<file path="config.mk">
export PLATFORM = sky130hd
export DESIGN_NAME = wim_top
export DESIGN_NICKNAME = d
export VERILOG_FILES = /design/src/rtl/wim_pkg.sv /design/src/rtl/wim_filter.sv /design/src/rtl/wim_top.sv
export SDC_FILE = /design/constraint.sdc
export NUM_CORES = 1
export LEC_CHECK = 0
export BUFFER_PORTS_ARGS = -buffer_cell sky130_fd_sc_hd__buf_2
export CAP_MARGIN = 20
export CORE_ASPECT_RATIO = 2
export CORE_UTILIZATION = 48
export DETAILED_ROUTE_END_ITERATION = 12
export PLACE_DENSITY = 0.83
export SYNTH_ARGS = -nofsm -noshare
export SYNTH_HDL_FRONTEND = slang
export SYNTH_SLANG_ARGS = --single-unit
</file>
<file path="constraint.sdc">
create_clock -name i_clk -period 2.4 [get_ports i_clk]
set_input_delay 0.48 -clock i_clk [delete_from_list [all_inputs] [get_ports i_clk]]
set_output_delay 0.48 -clock i_clk [all_outputs]
set_load 0.02 [all_outputs]
</file>
<file path="src/rtl/wim_pkg.sv">
package wim_pkg;

    // =========================================================================
    // Clock and filter timing
    // =========================================================================
    localparam int unsigned CLK_FREQ_MHZ     = 125;
    localparam int unsigned FILT_MIN_US      = 10;
    localparam int unsigned FILT_MAX_US      = 25;
    // Accept after the least time so the 10 us window is always covered
    localparam int unsigned FILT_MIN_CYCLES  = FILT_MIN_US * CLK_FREQ_MHZ;
    localparam int unsigned FILT_MAX_CYCLES  = FILT_MAX_US * CLK_FREQ_MHZ;
    localparam int unsigned FILT_CNT_W       = 12;

    // =========================================================================
    // Register map (byte addresses)
    // =========================================================================
    localparam logic [7:0] ADDR_CTRL   = 8'h00;
    localparam logic [7:0] ADDR_STATUS = 8'h04;
    localparam logic [7:0] ADDR_IRQ_ST = 8'h08;
    localparam logic [7:0] ADDR_IRQ_CL = 8'h0c;
    localparam logic [7:0] ADDR_IRQ_EN = 8'h10;

    // CTRL fields
    localparam int unsigned CTRL_WAKE_EN_BIT = 0;
    localparam int unsigned CTRL_MODE_LSB    = 4;
    localparam int unsigned CTRL_SLEEP_BIT   = 8;
    // STATUS fields
    localparam int unsigned ST_LEVEL_BIT     = 0;
    localparam int unsigned ST_LEVEL_VAL_BIT = 1;
    localparam int unsigned ST_MODE_LSB      = 4;
    localparam int unsigned ST_REFUSED_BIT   = 12;
    // IRQ fields: bit 0 rising edge, bit 1 falling edge
    localparam int unsigned IRQ_RISE_BIT     = 0;
    localparam int unsigned IRQ_FALL_BIT     = 1;

    localparam logic        CTRL_WAKE_EN_RST = 1'b0;
    localparam logic [1:0]  IRQ_EN_RST       = 2'h0;

    // =========================================================================
    // Chip power modes
    // =========================================================================
    typedef enum logic [5:0] {
        WIM_MODE_NORMAL   = 6'h01,
        WIM_MODE_STOP     = 6'h02,
        WIM_MODE_SLEEP    = 6'h04,
        WIM_MODE_FAILSAFE = 6'h08,
        WIM_MODE_RESTART  = 6'h10,
        WIM_MODE_FLASH    = 6'h20
    } wim_mode_e;

    // Filtered edge events from the filter
    typedef struct packed {
        logic rise;
        logic fall;
    } wim_edge_s;

endpackage

</file>
<file path="src/rtl/wim_filter.sv">
`timescale 1ns/1ps

module wim_filter
    import wim_pkg::*;
#(
    parameter int unsigned FILT_CYCLES = FILT_MIN_CYCLES
) (
    // Clock and reset
    input  wire logic      i_clk,
    input  wire logic      i_reset_n,
    // Sampled pin, already synchronised
    input  wire logic      i_level,
    // Filtered result
    output logic           o_level,
    output wim_edge_s      o_edge
);

    logic [FILT_CNT_W-1:0] cnt_q;
    logic                  level_q;
    wim_edge_s             edge_q;

    // =========================================================================
    // Persistence counter
    // =========================================================================
    // A disturbance shorter than the filter time restarts the count
    always_ff @(posedge i_clk or negedge i_reset_n) begin
        if (!i_reset_n) begin
            cnt_q   <= '0;
            level_q <= 1'b0;
            edge_q  <= '0;
        end else begin
            edge_q <= '0;
            if (i_level == level_q) begin
                cnt_q <= '0;
            end else if (cnt_q == FILT_CNT_W'(FILT_CYCLES - 1)) begin
                cnt_q       <= '0;
                level_q     <= i_level;
                edge_q.rise <= i_level;
                edge_q.fall <= !i_level;
            end else begin
                cnt_q <= cnt_q + FILT_CNT_W'(1);
            end
        end
    end

    assign o_level = level_q;
    assign o_edge  = edge_q;

endmodule

</file>
<file path="src/rtl/wim_top.sv">
`timescale 1ns/1ps

// How it works
// A rising or a falling change on the wake input is a wake-up event.
// A change counts only after the new level has held for the filter time (10 to 25 us).
// Software switches the wake capability on or off with the enable bit.
// Below the undervoltage off threshold every wake event is ignored.
// In Normal, Stop and Flash modes the pin level is readable in a status bit.
// With the enable bit at 1 a filtered change wakes the chip from Sleep.
// In Fail-Safe any filtered change moves the chip to Restart, enable or not.
// With enable at 1 in Normal, Stop or Flash a change sets its flag and interrupts unless masked.
// Rising and falling events have their own flags and their own masks.
// Normal may not go to Sleep while either wake flag is set.
// A flag set at the sleep command or during entry wakes the chip right after Sleep; the code refuses a sleep command whose cycle carries an event.
// The host clears both wake flags before it commands Sleep.
// The pin is synchronised to the clock and the filter time is counted in clock cycles.
module wim_top
    import wim_pkg::*;
#(
    parameter int unsigned FILT_CYCLES = FILT_MIN_CYCLES
) (
    // Clock and reset
    input  wire logic        i_clk,
    input  wire logic        i_reset_n,
    // APB slave
    input  wire logic        i_psel,
    input  wire logic        i_penable,
    input  wire logic        i_pwrite,
    input  wire logic [7:0]  i_paddr,
    input  wire logic [31:0] i_pwdata,
    output logic [31:0]      o_prdata,
    output logic             o_pready,
    output logic             o_pslverr,
    // Wake pin and supply monitor
    input  wire logic        i_local_wake_input,
    input  wire logic        i_undervoltage_off,
    // Chip state
    output wim_mode_e        o_mode,
    output logic             o_irq
);

    // =========================================================================
    // Signals
    // =========================================================================
    logic       sync1_q;
    logic       sync2_q;
    logic       filt_level;
    wim_edge_s  filt_edge;
    wim_edge_s  evt;

    logic       wake_en_q;
    logic [1:0] irq_en_q;
    logic [1:0] flag_q;
    wim_mode_e  mode_q;
    logic       refused_q;
    logic       irq_q;
    logic [31:0] prdata_q;
    logic       pready_q;
    logic       pslverr_q;

    logic       wr_acc;
    logic       rd_acc;
    logic       any_evt;
    logic       level_vis;
    logic [1:0] clr_mask;
    logic       cmd_wr;
    logic       cmd_sleep;
    logic       sleep_req;
    logic       sleep_ok;
    logic       irq_cl_wr;
    logic       irq_en_wr;
    wim_mode_e  cmd_mode;

    // =========================================================================
    // Pin synchroniser and filter
    // =========================================================================
    // The pin is asynchronous to i_clk; only the second flop feeds the filter
    always_ff @(posedge i_clk or negedge i_reset_n) begin
        if (!i_reset_n) begin
            sync1_q <= 1'b0;
            sync2_q <= 1'b0;
        end else begin
            sync1_q <= i_local_wake_input;
            sync2_q <= sync1_q;
        end
    end

    // The filter keeps running in undervoltage so its level is current when the
    // supply returns; only the events are dropped further on.
    wim_filter #(
        .FILT_CYCLES (FILT_CYCLES)
    ) u_filter (
        .i_clk     (i_clk),
        .i_reset_n (i_reset_n),
        .i_level   (sync2_q),
        .o_level   (filt_level),
        .o_edge    (filt_edge)
    );

    // Events vanish entirely in undervoltage
    assign evt     = i_undervoltage_off ? '0 : filt_edge;
    assign any_evt = evt.rise | evt.fall;

    assign level_vis = (mode_q == WIM_MODE_NORMAL) || (mode_q == WIM_MODE_STOP)
                    || (mode_q == WIM_MODE_FLASH);

    // =========================================================================
    // APB decode
    // =========================================================================
    // Register map, one 32-bit word each:
    //   CTRL    wake enable, mode request, sleep request (wins over the mode field)
    //   STATUS  filtered pin level, level valid, mode, last awake-mode CTRL write was a refused sleep request
    //   IRQ_ST  rising and falling flags, read only
    //   IRQ_CL  write ones to clear flags, reads zero
    //   IRQ_EN  one mask bit per direction
    // Zero wait states: pready follows the setup cycle and the access edge
    // commits a write. Read data is captured at setup so it stands with pready.
    assign wr_acc    = i_psel && i_penable && pready_q && i_pwrite;
    assign rd_acc    = i_psel && !i_penable;
    assign cmd_wr    = wr_acc && (i_paddr == ADDR_CTRL);
    assign irq_cl_wr = wr_acc && (i_paddr == ADDR_IRQ_CL);
    assign irq_en_wr = wr_acc && (i_paddr == ADDR_IRQ_EN);
    assign cmd_sleep = i_pwdata[CTRL_SLEEP_BIT];
    assign sleep_req = cmd_wr && cmd_sleep;
    assign clr_mask  = irq_cl_wr ? i_pwdata[1:0] : 2'h0;

    always_comb begin
        cmd_mode = mode_q;
        case (i_pwdata[CTRL_MODE_LSB +: 3])
            3'h0:    cmd_mode = WIM_MODE_NORMAL;
            3'h1:    cmd_mode = WIM_MODE_STOP;
            3'h2:    cmd_mode = WIM_MODE_FLASH;
            default: cmd_mode = mode_q;
        endcase
    end

    // Every setup is answered, mapped or not, so a bad address never hangs the bus
    always_ff @(posedge i_clk or negedge i_reset_n) begin
        if (!i_reset_n) begin
            pready_q <= 1'b0;
        end else begin
            pready_q <= i_psel && !i_penable;
        end
    end

    always_ff @(posedge i_clk or negedge i_reset_n) begin
        if (!i_reset_n) begin
            prdata_q <= 32'h0;
        end else if (rd_acc) begin
            prdata_q <= 32'h0;
            case (i_paddr)
                ADDR_CTRL: begin
                    prdata_q[CTRL_WAKE_EN_BIT] <= wake_en_q;
                end
                ADDR_STATUS: begin
                    prdata_q[ST_LEVEL_BIT]     <= level_vis & filt_level;
                    prdata_q[ST_LEVEL_VAL_BIT] <= level_vis;
                    prdata_q[ST_MODE_LSB +: 6] <= mode_q;
                    prdata_q[ST_REFUSED_BIT]   <= refused_q;
                end
                ADDR_IRQ_ST: begin
                    prdata_q[1:0] <= flag_q;
                end
                ADDR_IRQ_CL: begin
                    prdata_q <= 32'h0;
                end
                ADDR_IRQ_EN: begin
                    prdata_q[1:0] <= irq_en_q;
                end
                default: begin
                    prdata_q <= 32'h0;
                end
            endcase
        end
    end

    // The error flag lives only for the access cycle, like pready
    always_ff @(posedge i_clk or negedge i_reset_n) begin
        if (!i_reset_n) begin
            pslverr_q <= 1'b0;
        end else begin
            pslverr_q <= rd_acc && !(i_paddr inside {ADDR_CTRL, ADDR_STATUS, ADDR_IRQ_ST,
                                                    ADDR_IRQ_CL, ADDR_IRQ_EN});
        end
    end

    // =========================================================================
    // Control registers
    // =========================================================================
    // Wake enable resets low, so Sleep ignores the pin until software opts in
    always_ff @(posedge i_clk or negedge i_reset_n) begin
        if (!i_reset_n) begin
            wake_en_q <= CTRL_WAKE_EN_RST;
        end else if (cmd_wr) begin
            wake_en_q <= i_pwdata[CTRL_WAKE_EN_BIT];
        end
    end

    always_ff @(posedge i_clk or negedge i_reset_n) begin
        if (!i_reset_n) begin
            irq_en_q <= IRQ_EN_RST;
        end else if (irq_en_wr) begin
            irq_en_q <= i_pwdata[1:0];
        end
    end

    // =========================================================================
    // Direction flags
    // =========================================================================
    // Set beats clear so an edge landing on the clear write is kept. Flags arm
    // only in the awake modes with wake enabled; in Fail-Safe, and in Sleep with
    // wake enabled, the event acts on the mode instead and leaves nothing behind.
    always_ff @(posedge i_clk or negedge i_reset_n) begin
        if (!i_reset_n) begin
            flag_q <= 2'h0;
        end else if (wake_en_q && level_vis) begin
            flag_q[IRQ_RISE_BIT] <= evt.rise | (flag_q[IRQ_RISE_BIT] & ~clr_mask[IRQ_RISE_BIT]);
            flag_q[IRQ_FALL_BIT] <= evt.fall | (flag_q[IRQ_FALL_BIT] & ~clr_mask[IRQ_FALL_BIT]);
        end else begin
            flag_q <= flag_q & ~clr_mask;
        end
    end

    // One cycle behind the flags, so the pin comes straight from a flop
    always_ff @(posedge i_clk or negedge i_reset_n) begin
        if (!i_reset_n) begin
            irq_q <= 1'b0;
        end else begin
            irq_q <= |(flag_q & irq_en_q);
        end
    end

    // =========================================================================
    // Sleep gate
    // =========================================================================
    // Sleep is granted only from Normal with both flags clear and no event in
    // the command cycle; such an event refuses the command rather than risk
    // losing it. Stop and Flash refuse Sleep outright.
    assign sleep_ok = (mode_q == WIM_MODE_NORMAL) && (flag_q == 2'h0) && !any_evt;

    // Only commands taken in an awake mode report their outcome
    always_ff @(posedge i_clk or negedge i_reset_n) begin
        if (!i_reset_n) begin
            refused_q <= 1'b0;
        end else if (cmd_wr && level_vis) begin
            refused_q <= cmd_sleep && !sleep_ok;
        end
    end

    // =========================================================================
    // Chip mode
    // =========================================================================
    // Sleep entry is one cycle; a flag still set there wakes the chip straight
    // back out. Fail-Safe after reset: the first accepted change restarts.
    always_ff @(posedge i_clk or negedge i_reset_n) begin
        if (!i_reset_n) begin
            mode_q <= WIM_MODE_FAILSAFE;
        end else begin
            case (mode_q)
                WIM_MODE_NORMAL, WIM_MODE_STOP, WIM_MODE_FLASH: begin
                    if (sleep_req) begin
                        if (sleep_ok) begin
                            mode_q <= WIM_MODE_SLEEP;
                        end
                    end else if (cmd_wr) begin
                        mode_q <= cmd_mode;
                    end
                end
                WIM_MODE_SLEEP: begin
                    if ((wake_en_q && any_evt) || flag_q != 2'h0) begin
                        mode_q <= WIM_MODE_RESTART;
                    end
                end
                WIM_MODE_FAILSAFE: begin
                    if (any_evt) begin
                        mode_q <= WIM_MODE_RESTART;
                    end
                end
                WIM_MODE_RESTART: begin
                    if (cmd_wr) begin
                        mode_q <= WIM_MODE_NORMAL;
                    end
                end
                default: begin
                    mode_q <= WIM_MODE_FAILSAFE;
                end
            endcase
        end
    end

    // =========================================================================
    // Outputs
    // =========================================================================
    assign o_prdata  = prdata_q;
    assign o_pready  = pready_q;
    assign o_pslverr = pslverr_q;
    assign o_mode    = mode_q;
    assign o_irq     = irq_q;

endmodule

</file>
* Word-level counts from Yosys, hierarchy flattened
Cells that the tools add are included.
** Operators by class
- Muxes and demuxes :: 19
- Add/subtract/negate cells :: 1
- Equality and inequality tests :: 20
- Reductions and logical operators :: 32
- Bitwise operators :: 12
** Operators with widths (number)
- 6-bit two-way mux :: 7
- 12-bit two-way mux :: 2
- 6-bit one-hot mux with 4 select lines :: 1
- 6-bit one-hot mux with 3 select lines :: 1
- 8-bit by 4-bit equality test with 1-bit output (second input constant) :: 2
- 1-bit logical AND :: 15
- 12-bit by 1-bit adder with 12-bit output (second input constant) :: 1
- 12-bit by 11-bit equality test with 1-bit output (second input constant) :: 1
- 2-bit two-way mux :: 5
- 8-bit by 3-bit equality test with 1-bit output (second input constant) :: 1
- 8-bit by 5-bit equality test with 1-bit output (second input constant) :: 1
- 8-bit logical NOT :: 1
- 6-bit by 1-bit equality test with 1-bit output (second input constant) :: 1
- 6-bit by 2-bit equality test with 1-bit output (second input constant) :: 1
- 6-bit by 3-bit equality test with 1-bit output (second input constant) :: 1
- 6-bit by 4-bit equality test with 1-bit output (second input constant) :: 1
- 6-bit by 5-bit equality test with 1-bit output (second input constant) :: 1
- 6-bit equality test (second input constant) :: 1
- 2-bit != test (second input constant) :: 3
- 3-bit != test (second input constant) :: 2
- 6-bit AND reduction :: 1
- 1-bit logical NOT :: 5
- 5-bit by 2-bit != test with 1-bit output (second input constant) :: 1
- 5-bit nonzero test :: 1
- other kinds (18) :: 27
** Word-level totals
- Bits in registers :: 41
- Output and inout bits :: 41
- Logic and storage cells :: 99
- Input port bits :: 47

* Depth between registers and ports, before layout
- Depth after elaboration :: 9
- Gate-level depth with buffers :: 8
- Depth with buffers taken out :: 7

* Hierarchy
From an unflattened synthesis, not the netlist that was laid out.
** Second synthesis, totals
- Cell total of the unflattened synthesis :: 227
- Area total of the unflattened synthesis :: 2284.7 µm²
** By module, submodules not included
- wim_top :: cells an instance 159, area each 1567.8 µm², instances 1
- wim_filter :: cells an instance 68, area each 716.9 µm², instances 1

* Worst setup path before layout
OpenSTA, ideal clock, no wires.
- Path type :: register to register
- Start point :: reg mode_q[3], in the netlist o_mode[3]
- End point :: reg mode_q[1], in the netlist o_mode[1]
- Path buffers :: 1
- Setup time :: 125 ps
- Path slack :: 464 ps
- Data arrival time :: 1812 ps
- Stages on the path, launching flop included :: 7
- Clock period less this slack :: 1936 ps
- Cells stage by stage :: dfstp_2 -> clkbuf_1 -> nor3_1 -> o211ai_1 -> a21oi_1 -> a211oi_2 -> mux2_2
** Between the ends
- Word-level cells in the longest chain between the ends :: 5
** Ends and longest elaborated chain
- start, declared :: RTL line wim_top.sv:54 : wim_mode_e mode_q;
- start signal, assigned :: RTL line wim_top.sv:266 : mode_q <= cmd_mode;
- branches (longest 5 deep; another with 6-bit by 1-bit equality test with 1-bit output)
Several ways; the timed one is not identified.
A chain may end at the register's enable or synchronous reset.

* Worst setup path in the final report
- Start point :: reg mode_q[1], in the netlist o_mode[1]
- End point :: reg mode_q[1], in the netlist o_mode[1]
The elaborated chain is that of the path after synthesis.

==> flow_summary_export.csv <==
group,metric,value,unit
outcome,outcome,"finished, final reports clean",
logic_synthesis,synthCells,214,
sta,worst_pin_slew,901,ps
sta,skew,16.8,ps
clocking,cts_root_buf,"clkbuf_8",
logic_synthesis,yosysSeqAreaShare,46.7,%
worst_setup_path,path_max_fanout,8,
finish,n_antenna_cell,0,
logic_synthesis,synth_area,2200,sq um
clocking,clkSlewWorstSetupHoldPaths,80,ps
worst_setup_path,critPathRequiredTime,2600,ps
logic_synthesis,ys_ff_latch,41,
sta,drv_slew,0,
clocking,cts_resized,0,
sta,rsz0062_at_grt,"false",
sta,final.setup.tns,0,ps
global_route,grt_pass1_vias,1595,
worst_setup_path,worst_setup_path_end_kind,"register",
logic_synthesis,ys_async_sr_fraction,100,%
finish,multi_input_area,1050,sq um
routing,vias,1676,
clocking,cts_buffer_depth,2,
routing,first_pass_iters,4,
logic_synthesis,synth-edff-count,0,
clocking,htreeDepth,2,
floorplanning,initial_core_util,50.2,%
worst_setup_path,cp.arrival,2290,ps
floorplanning,rows,34,
global_route,grt_max_degree,42,
global_route,grt_antenna_before_repair,0,
routing,final_antenna_net_count,0,
pwr,peakVddDrop,492,uV
pwr,leakagePower,0.00120,uW
routing,drc,0,
global_route,grt_first_pass_wirelength,6.80,mm
floorplanning,core_area,4380,sq um
routing,routed_wl,4.20,mm
finish,fillers,407,
clocking,post_cts_buffers,0,
routing,avgViaCountPerCell,5.42,
sta,slew_headroom,39.9,%
floorplanning,die-area,4880,sq um
sta,finalSetupViolCount,0,
floorplanning,die_w,49.9,microns
global_route,grt_usage,18.6,%
sta,finalCritPeriodShare,87.3,%
clocking,cts_sinks,41,
logic_synthesis,synth_cell_types,46,
logic_synthesis,yosys.area.top_type,"dfrtp_1",
clocking,cts_tree,"yes",
clocking,cts_made_buffers,5,
sta,fmax,477,MHz
logic_synthesis,ys_top_cells_by_count,"dfrtp_1, nor2_1, buf_4",
worst_setup_path,path_class,"register to register",
worst_setup_path,startpoint_type,"register",
global_route,overflow,0,
sta,setup_slack,304,ps
finish,drive_gt1_share,24.7,%
routing,first_iter_violations,25,
finish,area_growth,11.2,%
logic_synthesis,syn_area_per_cell,10.3,sq um
placement,place_ws,207,ps
pwr,powerDensity,523,nW/um^2
logic_synthesis,yosys.area.top_type_share,45.5,%
floorplanning,fp.dieH,97.8,microns
job,maxCapViolCount,0,
clocking,postCtsHoldBufs,0,
sta,finalHoldViolations,0,
logic_synthesis,synthTopCellsByArea,"dfrtp_1, buf_4, nor2_1",
pwr,power,1280,uW
finish,regArea,1030,sq um
floorplanning,ios,88,
clocking,clk-insertion-delay-late,320,ps
placement,gp_congestion,0.869,
hold_path,hold_path.class,"primary input to register",
placement,port_buffers,38,
logic_synthesis,synth.most_common_cell,"dfrtp_1",
routing,wl_per_cell,13.6,microns
finish,final_nets,303,
logic_synthesis,yosys_warnings,0,
logic_synthesis,synthFlopType,"dfrtp_1",
sta,period_needed,2100,ps
placement,dp_hpwl,3.15,mm
metal layers:
layer / up-vias / global-route usage (%) / part of all wire (%)
met3: 12 / 2.65 / 3.8
met2: 48 / 34.5 / 58
met1: 825 / 18.0 / 35
met4: 0 / 12.3 / 2.9
met5: - / 0 / 0
li1: 791 / - / -
worst max-delay path: stages, from the launching register on:
cell,delay [ps]
dfrtp_1,470
xor2_1,210
o211ai_1,460
a21oi_1,160
a211oi_2,320
mux2_2,370
where the power goes:
part	internal (uW)	total [uW]	switching [uW]	leakage, uW
sequential	698	706	7.73	0.000560
clock	210	472	262	0.0000447
combinational	24.9	102	77.2	0.000596
total	933	1280	347	0.00120
through the flow:
| step | hold WS, ps | std cells | instance area [sq um] | util, % |
|---|---|---|---|---|
| CTS | 281 | 309 | 2450 | 55.9 |
| global route | 276 | 309 | 2450 | 55.9 |
| global placement | 334 | 301 | 2350 | 53.7 |
| finish | 280 | 309 | 2450 | 55.9 |
| floorplan | 184 | 236 | 2280 | - |
| detailed placement | 341 | 301 | 2350 | 53.7 |
layout make-up:
class	count	area share, %
Multi-Input combinational cell	162	42.7
Sequential cell	41	42.0
Timing Repair Buffer	38	7.77
Clock buffer	5	2.81
Tap cell	54	2.76
Clock inverter	3	1.02
Inverter	6	0.920
worst paths after layout:
check / start / to / slack [ps] / cells past startpoint
worst min register to register: sync1_q / sync2_q / 360 / 0
min in group asynchronous: i_reset_n / refused_q / 290 / 1
worst max-delay path: o_mode[1] / o_mode[1] / 300 / 5
worst min-delay path: i_local_wake_input / sync1_q / 280 / 1
max in group asynchronous: i_reset_n / u_filter.o_level / 1540 / 1
worst max register to register: o_mode[1] / o_mode[1] / 300 / 5
placed cells by master, fill, tap and decap left out, drive strengths merged, types with 3 or more instances in the layout:
| cell type | count |
|---|---|
| nand2b | 5 |
| nor4 | 4 |
| o21ai | 5 |
| conb | 23 |
| dfrtp | 40 |
| nor2 | 26 |
| xor2 | 8 |
| buf | 38 |
| nand2 | 15 |
| xnor2 | 5 |
| a22o | 10 |
| inv | 7 |
| and4 | 3 |
| clkbuf | 5 |
| mux2 | 6 |
| nor3 | 8 |
| nand3 | 7 |
| a21oi | 5 |
| and3 | 3 |
| nand4 | 5 |
state kept, by name, indices dropped and copies added, names as in the netlist:
signal,cells
u_filter.cnt_q,12
o_mode,6
u_filter.o_edge,2
sync1_q,1
o_pslverr,1
sync2_q,1
flag_q,2
o_pready,1
u_filter.o_level,1
o_prdata,9
o_irq,1
wake_en_q,1
irq_en_q,2
refused_q,1
cells by family after synthesis:
family / Yosys count / synth area share, %
and+or+nand+nor: 84 / 21.8
DFF: 41 / 46.7
buffers and inverters: 33 / 9.55
AOI/OAI and AO/OA: 32 / 11.5
xor gates and xnor gates: 13 / 5.17
muxes: 8 / 3.98
adders and majority gates: 2 / 1.14
other: 1 / 0.170
Note: power is estimated with default switching activity, not from simulation.
